[config.mk]
export PLATFORM = sky130hd
export DESIGN_NAME = iso_desc_engine
export DESIGN_NICKNAME = d
export VERILOG_FILES = /design/src/hdl/pkt_counter.v /design/src/hdl/iso_desc_engine.v
export VERILOG_INCLUDE_DIRS = /design/src /design/src/hdl
export SDC_FILE = /design/constraint.sdc
export NUM_CORES = 1
export LEC_CHECK = 0
export BUFFER_PORTS_ARGS = -buffer_cell sky130_fd_sc_hd__buf_2
export CAP_MARGIN = 10
export CORE_MARGIN = 3
export CORE_UTILIZATION = 55
export DETAILED_ROUTE_END_ITERATION = 10
export PLACE_DENSITY_LB_ADDON = 0.08
export SYNTH_ARGS = -nofsm -noshare
export SYNTH_HDL_FRONTEND = slang
export SYNTH_SLANG_ARGS = --single-unit
[constraint.sdc]
create_clock -name clk_i -period 3.2 [get_ports clk_i]
set_input_delay 0.16 -clock clk_i [delete_from_list [all_inputs] [get_ports clk_i]]
set_output_delay 0.16 -clock clk_i [all_outputs]
set_load 0.01 [all_outputs]
[src/hdl/iso_desc_consts.vh]
// Descriptor field positions, register offsets and timing for the iso descriptor engine
`ifndef ISO_DESC_CONSTS_VH
`define ISO_DESC_CONSTS_VH
// Descriptor fields (320-bit descriptor, word n at bits 64n+63..64n)
`define DW0_VALID 0
`define DW0_BYTES_REQ_LO 3
`define DW0_MAX_PAYLOAD_LO 18
`define DW0_MULT_LO 29
`define DW0_EP_LSB 31
`define DW1_EP_HI_LO 32
`define DW1_ADDR_LO 35
`define DW1_TOKEN_LO 42
`define DW1_KIND_LO 44
`define DW1_SPLIT 46
`define DW2_FRAME_LO 3
`define DW2_PTR_LO 8
`define DW3_DONE_LO 32
`define DW3_HALT 62
`define DW3_ACTIVE 63
`define DW4_MASK_LO 0
`define DW4_RESULT_LO 8
// Token codes
`define TOKEN_OUT 2'h0
`define TOKEN_IN 2'h1
// Result bits
`define RES_XERR 0
`define RES_BABBLE 1
`define RES_UNDERRUN 2
// Register word offsets (byte addresses)
`define REG_DW0 8'h00
`define REG_DW1 8'h04
`define REG_DW2 8'h08
`define REG_DW3 8'h0C
`define REG_DW4 8'h10
`define REG_CTRL 8'h14
`define REG_FRAME 8'h18
`define REG_IRQ_STAT 8'h1C
`define REG_IRQ_MASK 8'h20
`define REG_ENGINE 8'h24
`define REG_PKT 8'h28
// Interrupt status bits
`define IRQ_DONE 0
`define IRQ_HALT 1
`define IRQ_ERR 2
`define IRQ_PKT 3
`define IRQ_W 4
// Bus behaviour of the ack pulse handshake
`define ACK_LATENCY 1
`endif

[src/hdl/pkt_counter.v]
// Packet/byte accumulator for one descriptor execution
module pkt_counter #(
   parameter CW = 15
) (
   input wire clk_i,
   input wire rst_i,
   input wire start_i,
   input wire add_i,
   input wire [10:0] bytes_i,
   output reg [CW-1:0] total_o,
   output reg [1:0] pkts_o
);
   // Clear at execution start, accumulate per packet
   always @(posedge clk_i) begin
      if (rst_i || start_i) begin
         total_o <= {CW{1'b0}};
         pkts_o <= 2'h0;
      end else if (add_i) begin
         total_o <= total_o + {{(CW-11){1'b0}}, bytes_i};
         pkts_o <= pkts_o + 2'h1;
      end
   end
endmodule

[src/hdl/iso_desc_engine.v]
// High-speed isochronous descriptor engine with Wishbone register access
// Notes on behaviour
// - Active flag acts as the valid flag; the code also needs DW0 bit 0 set
// - One halt flag for whole millisecond
// - Endpoint stall sets halt, clears valid
// - Write actual byte count to done field
// - Intermediate totals allowed when multiplier above one
// - Payload pointer is internal buffer address
// - Match only frame number bits 4 to 0, against descriptor bits 7 to 3
// - Bit 46 selects split or direct
// - Token 00 is OUT, 01 is IN
// - Function address from bits 41 to 35
// - Endpoint is bits 34:32 plus bit 31
// - Up to multiplier packets per execution
// - Run only active microframes, clear after
// - Record error, babble, underrun per microframe
// - Clear valid when done or fatal error
//
// Register access over Wishbone and the register addresses were left to the implementer.
`include "iso_desc_consts.vh"
module iso_desc_engine (
   input wire clk_i,
   input wire rst_i,
   // Wishbone slave
   input wire cyc_i,
   input wire stb_i,
   input wire we_i,
   input wire [7:0] adr_i,
   input wire [3:0] sel_i,
   input wire [31:0] dat_i,
   output reg [31:0] dat_o,
   output reg ack_o,
   output reg irq_o,
   // Bus frame timing
   input wire uframe_strobe_i,
   input wire [10:0] frame_num_i,
   input wire [2:0] uframe_num_i,
   // Transaction request to the link
   output reg txn_req_o,
   output reg txn_is_in_o,
   output reg txn_split_o,
   output reg [6:0] txn_addr_o,
   output reg [3:0] txn_ep_o,
   output reg [15:0] txn_ptr_o,
   output reg [10:0] txn_max_o,
   // Transaction answer from the link
   input wire txn_done_i,
   input wire [10:0] txn_bytes_i,
   input wire txn_xerr_i,
   input wire txn_babble_i,
   input wire txn_underrun_i,
   input wire txn_stall_i,
   input wire txn_fatal_i
);
   localparam S_IDLE = 3'b001;
   localparam S_REQ = 3'b010;
   localparam S_WAIT = 3'b100;

   reg [63:0] dw0_q, dw1_q, dw2_q, dw3_q, dw4_q;
   reg [2:0] state_q;
   reg [3:0] irq_stat_q;
   reg [3:0] irq_mask_q;
   reg [2:0] uf_q;
   reg [1:0] want_q;
   reg [15:0] ptr_q;
   reg [10:0] bytes_q; // Packet size held for the accumulator
   reg exec_start;
   reg pkt_add;
   wire [14:0] total;
   wire [1:0] pkts;
   wire bus_req = cyc_i && stb_i && !ack_o;
   wire bus_wr = bus_req && we_i;
   reg [3:0] ev_set;

   // Merge a word with byte enables
   function [31:0] merge;
      input [31:0] old;
      input [31:0] nw;
      input [3:0] sel;
      integer k;
      begin
         merge = old;
         for (k = 0; k < 4; k = k + 1)
            if (sel[k]) merge[k*8 +: 8] = nw[k*8 +: 8];
      end
   endfunction

   wire valid = dw0_q[`DW0_VALID] && dw3_q[`DW3_ACTIVE];
   wire [1:0] mult = dw0_q[`DW0_MULT_LO +: 2];
   wire frame_hit = dw2_q[`DW2_FRAME_LO +: 5] == frame_num_i[4:0];
   wire uf_on = dw4_q[`DW4_MASK_LO + uframe_num_i];

   pkt_counter #(.CW(15)) u_cnt (
      .clk_i(clk_i),
      .rst_i(rst_i),
      .start_i(exec_start),
      .add_i(pkt_add),
      .bytes_i(bytes_q),
      .total_o(total),
      .pkts_o(pkts)
   );

   // Wishbone ack, one cycle after request
   always @(posedge clk_i) begin
      if (rst_i) ack_o <= 1'b0;
      else ack_o <= bus_req;
   end

   // Read mux
   always @(posedge clk_i) begin
      if (rst_i) begin
         dat_o <= 32'h0;
      end else if (bus_req && !we_i) begin
         case (adr_i)
            `REG_DW0: dat_o <= dw0_q[31:0];
            `REG_DW1: dat_o <= dw1_q[63:32];
            `REG_DW2: dat_o <= dw2_q[31:0];
            `REG_DW3: dat_o <= dw3_q[63:32];
            `REG_DW4: dat_o <= dw4_q[31:0];
            `REG_CTRL: dat_o <= {31'h0, valid};
            `REG_FRAME: dat_o <= {21'h0, frame_num_i};
            `REG_IRQ_STAT: dat_o <= {28'h0, irq_stat_q};
            `REG_IRQ_MASK: dat_o <= {28'h0, irq_mask_q};
            `REG_ENGINE: dat_o <= {26'h0, uf_q, state_q};
            `REG_PKT: dat_o <= {15'h0, pkts, total};
            default: dat_o <= 32'h0;
         endcase
      end
   end

   // Interrupt status: set wins over write-one clear
   always @(posedge clk_i) begin
      if (rst_i) begin
         irq_stat_q <= 4'h0;
         irq_mask_q <= 4'h0;
         irq_o <= 1'b0;
      end else begin
         if (bus_wr && adr_i == `REG_IRQ_MASK && sel_i[0]) irq_mask_q <= dat_i[3:0];
         if (bus_wr && adr_i == `REG_IRQ_STAT && sel_i[0])
            irq_stat_q <= (irq_stat_q & ~dat_i[3:0]) | ev_set;
         else
            irq_stat_q <= irq_stat_q | ev_set;
         irq_o <= |((irq_stat_q | ev_set) & irq_mask_q);
      end
   end

   // Descriptor storage, engine and write-back
   always @(posedge clk_i) begin
      exec_start <= 1'b0;
      pkt_add <= 1'b0;
      ev_set <= 4'h0;
      if (rst_i) begin
         dw0_q <= 64'h0;
         dw1_q <= 64'h0;
         dw2_q <= 64'h0;
         dw3_q <= 64'h0;
         dw4_q <= 64'h0;
         state_q <= S_IDLE;
         uf_q <= 3'h0;
         want_q <= 2'h0;
         ptr_q <= 16'h0;
         bytes_q <= 11'h0;
         txn_req_o <= 1'b0;
         txn_is_in_o <= 1'b0;
         txn_split_o <= 1'b0;
         txn_addr_o <= 7'h0;
         txn_ep_o <= 4'h0;
         txn_ptr_o <= 16'h0;
         txn_max_o <= 11'h0;
      end else begin
         // Software writes (only while engine idle)
         if (bus_wr && state_q == S_IDLE) begin
            case (adr_i)
               `REG_DW0: dw0_q[31:0] <= merge(dw0_q[31:0], dat_i, sel_i);
               `REG_DW1: dw1_q[63:32] <= merge(dw1_q[63:32], dat_i, sel_i);
               `REG_DW2: dw2_q[31:0] <= merge(dw2_q[31:0], dat_i, sel_i);
               `REG_DW3: dw3_q[63:32] <= merge(dw3_q[63:32], dat_i, sel_i);
               `REG_DW4: dw4_q[31:0] <= merge(dw4_q[31:0], dat_i, sel_i);
               default: ;
            endcase
         end
         case (state_q)
            S_IDLE: begin
               // Invalid descriptors are skipped untouched
               if (uframe_strobe_i && valid && frame_hit && uf_on) begin
                  exec_start <= 1'b1;
                  uf_q <= uframe_num_i;
                  want_q <= (mult == 2'h0) ? 2'h1 : mult;
                  ptr_q <= dw2_q[`DW2_PTR_LO +: 16];
                  state_q <= S_REQ;
               end
            end
            S_REQ: begin
               txn_req_o <= 1'b1;
               txn_is_in_o <= dw1_q[`DW1_TOKEN_LO +: 2] == `TOKEN_IN;
               txn_split_o <= dw1_q[`DW1_SPLIT];
               txn_addr_o <= dw1_q[`DW1_ADDR_LO +: 7];
               txn_ep_o <= {dw1_q[`DW1_EP_HI_LO +: 3], dw0_q[`DW0_EP_LSB]};
               txn_ptr_o <= ptr_q;
               txn_max_o <= dw0_q[`DW0_MAX_PAYLOAD_LO +: 11];
               state_q <= S_WAIT;
            end
            S_WAIT: begin
               if (txn_done_i) begin
                  txn_req_o <= 1'b0;
                  pkt_add <= 1'b1;
                  bytes_q <= txn_bytes_i; // Link lines are only valid with done
                  ev_set[`IRQ_PKT] <= 1'b1;
                  // Intermediate total after each packet
                  dw3_q[`DW3_DONE_LO +: 15] <= total + {4'h0, txn_bytes_i};
                  // Per-microframe result
                  dw4_q[`DW4_RESULT_LO + uf_q*3 +: 3] <= {txn_underrun_i, txn_babble_i, txn_xerr_i};
                  if (txn_xerr_i || txn_babble_i || txn_underrun_i) ev_set[`IRQ_ERR] <= 1'b1;
                  ptr_q <= ptr_q + {8'h0, txn_bytes_i[10:3]} + {15'h0, |txn_bytes_i[2:0]};
                  if (txn_stall_i) begin
                     dw3_q[`DW3_HALT] <= 1'b1;
                     dw0_q[`DW0_VALID] <= 1'b0;
                     dw3_q[`DW3_ACTIVE] <= 1'b0;
                     dw4_q[`DW4_MASK_LO + uf_q] <= 1'b0;
                     ev_set[`IRQ_HALT] <= 1'b1;
                     state_q <= S_IDLE;
                  end else if (txn_fatal_i) begin
                     dw0_q[`DW0_VALID] <= 1'b0;
                     dw3_q[`DW3_ACTIVE] <= 1'b0;
                     dw4_q[`DW4_MASK_LO + uf_q] <= 1'b0;
                     ev_set[`IRQ_ERR] <= 1'b1;
                     state_q <= S_IDLE;
                  end else if (pkts + 2'h1 >= want_q || txn_bytes_i < txn_max_o) begin
                     dw4_q[`DW4_MASK_LO + uf_q] <= 1'b0;
                     if ((dw4_q[`DW4_MASK_LO +: 8] & ~(8'h01 << uf_q)) == 8'h00) begin
                        dw0_q[`DW0_VALID] <= 1'b0;
                        dw3_q[`DW3_ACTIVE] <= 1'b0;
                        ev_set[`IRQ_DONE] <= 1'b1;
                     end
                     state_q <= S_IDLE;
                  end else begin
                     state_q <= S_REQ;
                  end
               end
            end
            default: state_q <= S_IDLE;
         endcase
      end
   end
endmodule

==> impl_results.md <==
- Outcome: finished clean
- First-pass GRT wire length: between 80,000 and 90,000 um
- Buffers on Ports: 155
- Top area cells in the synthesized netlist: dfxtp_1 (38%), nand2_1 (8.0%), a21oi_1 (6.2%)
- Hold Violations, Final: 0
- WS Path Type: reg2reg
- Post-route DRC: 0
- Fmax: 350 MHz
- Post-Layout Cell Count: between 2k and 3k
- Critical register-to-register path startpoint: uf_q[1]$_SDFFE_PP0P_
- Fin. max-slew vios: 0
- Routed len/inst: around 23 um
- Fin crit period: roughly 2.9 ns
- # diodes: 0
- Main combinational cell family by area after synthesis: compound AO/OA/AOI/OAI gates
- Vias in the first global route: 15.2k
- Reg clk slew, reported paths: ~0.060 ns
- Compound-cell area share of the yosys netlist: about 24%
- Die area: about 0.031 mm2
- Die Y: 175 um
- DRT iter0 DRCs: about 1.8k
- Crit path DAT: around 3.3 ns
- GR Util All Layers: a little over a third
- # IOs: 156
- DRT antenna net count: 0
- DP Wirelength: approximately 42,000 um
- Cell taking the most area after synthesis: dfxtp_1
- TritonCTS clock tree: yes
- Cell Area, Synth: about 0.016 mm2
- Crit-path cells: inv_1 > ha_1 > ha_1 > ha_1 > buf_4 > mux2i_1 > o21ai_0 > a221o_1 > a21oi_1
- Period utilization: just under 90%
- Critical Path Source Type: register
- R2R Setup Slk: around 0.34 ns
- Cells after synthesis: 1,952
- Slowest cell on the critical path: ha_1
- Mapped Nets: 2,091
- Nets: ~2.3k
- CTS H-tree depth: 2
- Buffers and inverters on the worst path: 2
- Post-synthesis xor/xnor area fraction: between 1.5 and 2%
- Total power: approximately 8.0 mW
- Via Count: roughly 16k
- Core footprint: 0.0279 mm2
- Peak VDD IR: 0.000448 V
- Worst Tran Pin Value: about 1.1 ns
- Num rows: 61
- CTS root buf: clkbuf_16
- Top post-synthesis cells by count: nand2_1 (334), dfxtp_1 (300), a21oi_1 (195)
- Share of post-route cells with drive strength above 1: between 10 and 15%
- Crit-path max cell delay: between 0.4 and 0.5 ns
- Crit path from: uf_q[1]$_SDFFE_PP0P_
- RSZ-0062 raised after global routing: no
- Routability Congestion: between 1 and 1.5
- Avg Cell Area, Syn: 8.05 um2
- Critical-path maximum fanout: 13
- CTS sink count: 300
- Largest net degree at the start of global routing: 90
- DR pass1 iterations: 7
- Final WL: 57,300 um
- Clock Tree Buf Depth: 3
- Total CTS buffers: 34
- Post-synth EDFFs: 0
- Worst Hold Class: in2reg
- Post-synthesis adder-cell area fraction: a little under 5%
- Chip Width: around 170 um
- Setup-failing EPs final: 0
- Synthesis-stage register bit count: 300
- Worst Reg2Reg Path Length in Cells: 9
- P&R area growth vs syn: 18.0%
- YS warnings: 0
- Vias per cell: ~6.3
- Pleak: 6.87 nW
- Most common cell in the netlist: nand2_1
- Starting Density: 56.2%
- Congestion Overflow GR: 0
- Stages on worst setup path: 9
- Dominant synthesized flop cell: dfxtp_1
- CP Capture Type: register
- Layout fillers: ~2.4k
- Max_cap viols: 0
- Kind of cell adding the most delay to the critical path: adder cells
- Clk_lat worst skew: ~0.53 ns
- Cts repair resizes: 0
- Most frequent CP cell: ha_1
- Critical Path RT: approximately 3.7 ns
- Register area share after synthesis: 38.2%
- Setup_tns: 0 ns
- Rel. slew slack: a little under a quarter
- Post-synthesis mux area share: ~7.6%
- Post-synthesis simple-gate area fraction: roughly a fifth
- Critical path destination: dw4_q[6]$_SDFF_PP0_
- Initial antenna violation count: 0
- Final Skew: about 0.020 ns
- Area fraction of the dominant cell type after synthesis: a little under two fifths
- Post-Place Cells: approximately 2.4k
- Pwr/cell area: about 430 mW/mm2
- R2R Path End: dw4_q[6]$_SDFF_PP0_
- Synth cell types: slightly below 80
- Async SR Flop Fraction: 0%
[per-stage QoR]
stage               setup slack [ns]  util (%)  hold WS (ns)  cell area [um2]
finish                         0.339      66.4       0.00830            18500
global route                  0.0799      66.4        0.0117            18500
CTS                            0.379      66.4       0.00336            18500
detailed placement             0.392      60.8         0.439            17000
global placement               0.359      60.8         0.435            17000
floorplan                      0.314         -         0.296            15700
[cell usage in the layout (no fill, tap or decap), drive strengths merged, types with 10 or more instances in the layout]
cell type	netlist	routed
a22o	13	13
nor2	171	171
nor2b	21	21
ha	54	54
xor2	10	10
a31oi	12	12
a211oi	19	19
a22oi	59	59
dlygate4sd3	0	49
mux2	29	29
inv	37	37
xnor2	21	21
mux2i	80	80
dfxtp	300	300
o21a	18	18
o211ai	11	11
o22ai	19	19
buf	28	216
nand3	45	45
nand2	334	334
and3	17	17
a221oi	17	17
a311oi	25	25
nand3b	10	10
a21oi	195	195
nor3	28	28
clkbuf	101	50
o21ai	154	154
[power by group]
group / internal [mW] / total [mW] / leakage, nW / switching (mW)
registers: 3.74 / 3.74 / 2.41 / 0.000689
logic: 0.159 / 0.490 / 3.94 / 0.332
clock network: 2.12 / 3.73 / 0.517 / 1.62
[routing by layer]
layer	vias to the layer above	wire length [um]	global-route usage [%]
met5	-	0	0
met1	7534	23700	48.8
met3	178	4680	5.39
met2	826	26000	58.5
met4	0	2970	17.4
li1	7360	-	-
[worst min-delay path, delay by kind of cell]
| kind | cells | cell delay (ns) |
|---|---|---|
| buffers and inverters | 1 | 0.13 |
| muxes | 1 | 0.08 |
| and+or+nand+nor | 1 | 0.11 |
[layout make-up]
cell class                      count  area, um2  area share, %
Tap cell                          378        473           2.55
Clock buffer                       49        967           5.22
Timing Repair Buffer              266       1770           9.52
Sequential cell                   300       6010           32.4
Inverter                           37        139          0.749
Multi-Input combinational cell   1486       9100           49.1
Clock inverter                      8       87.6          0.472
[repair_timing]
action | CTS | global route
hold buffers | 49 | 0
hold endpoints to repair | 111 | 0
buffers inserted | 0 | 0
[kinds of logic after synthesis]
logic type	Yosys count
adder cells (fa/ha/maj)	58
AO/OA/AOI/OAI	604
AND/OR/NAND/NOR	681
buffers and inverters	166
XOR/XNOR	31
multiplexers	112
flip-flops	300
[sequential cells by signal, summed over array words and instances, names as in the netlist, 15 cells and up]
signal	cells
dw1_q	32
txn_ptr_o	16
dw4_q	32
ptr_q	16
dw0_q	32
u_cnt.total_o	15
dat_o	32
dw3_q	32
dw2_q	32
[how the worst min path moves through the flow]
stage	slack (ns)	cells after the start	end	from
floorplan	0.30	2	bytes_q[0]$_SDFFE_PP0P_	txn_bytes_i[0]
global placement	0.43	3	ack_o$_SDFF_PP0_	cyc_i
detailed placement	0.44	2	dat_o[9]$_SDFFE_PP0P_	dat_o[9]$_SDFFE_PP0P_
CTS	0.003	3	uf_q[0]$_SDFFE_PP0P_	uframe_num_i[0]
global route	0.01	3	dw0_q[2]$_SDFFE_PP0P_	dat_i[2]
finish	0.008	3	uf_q[0]$_SDFFE_PP0P_	uframe_num_i[0]
(Power assumes the default switching activity.)
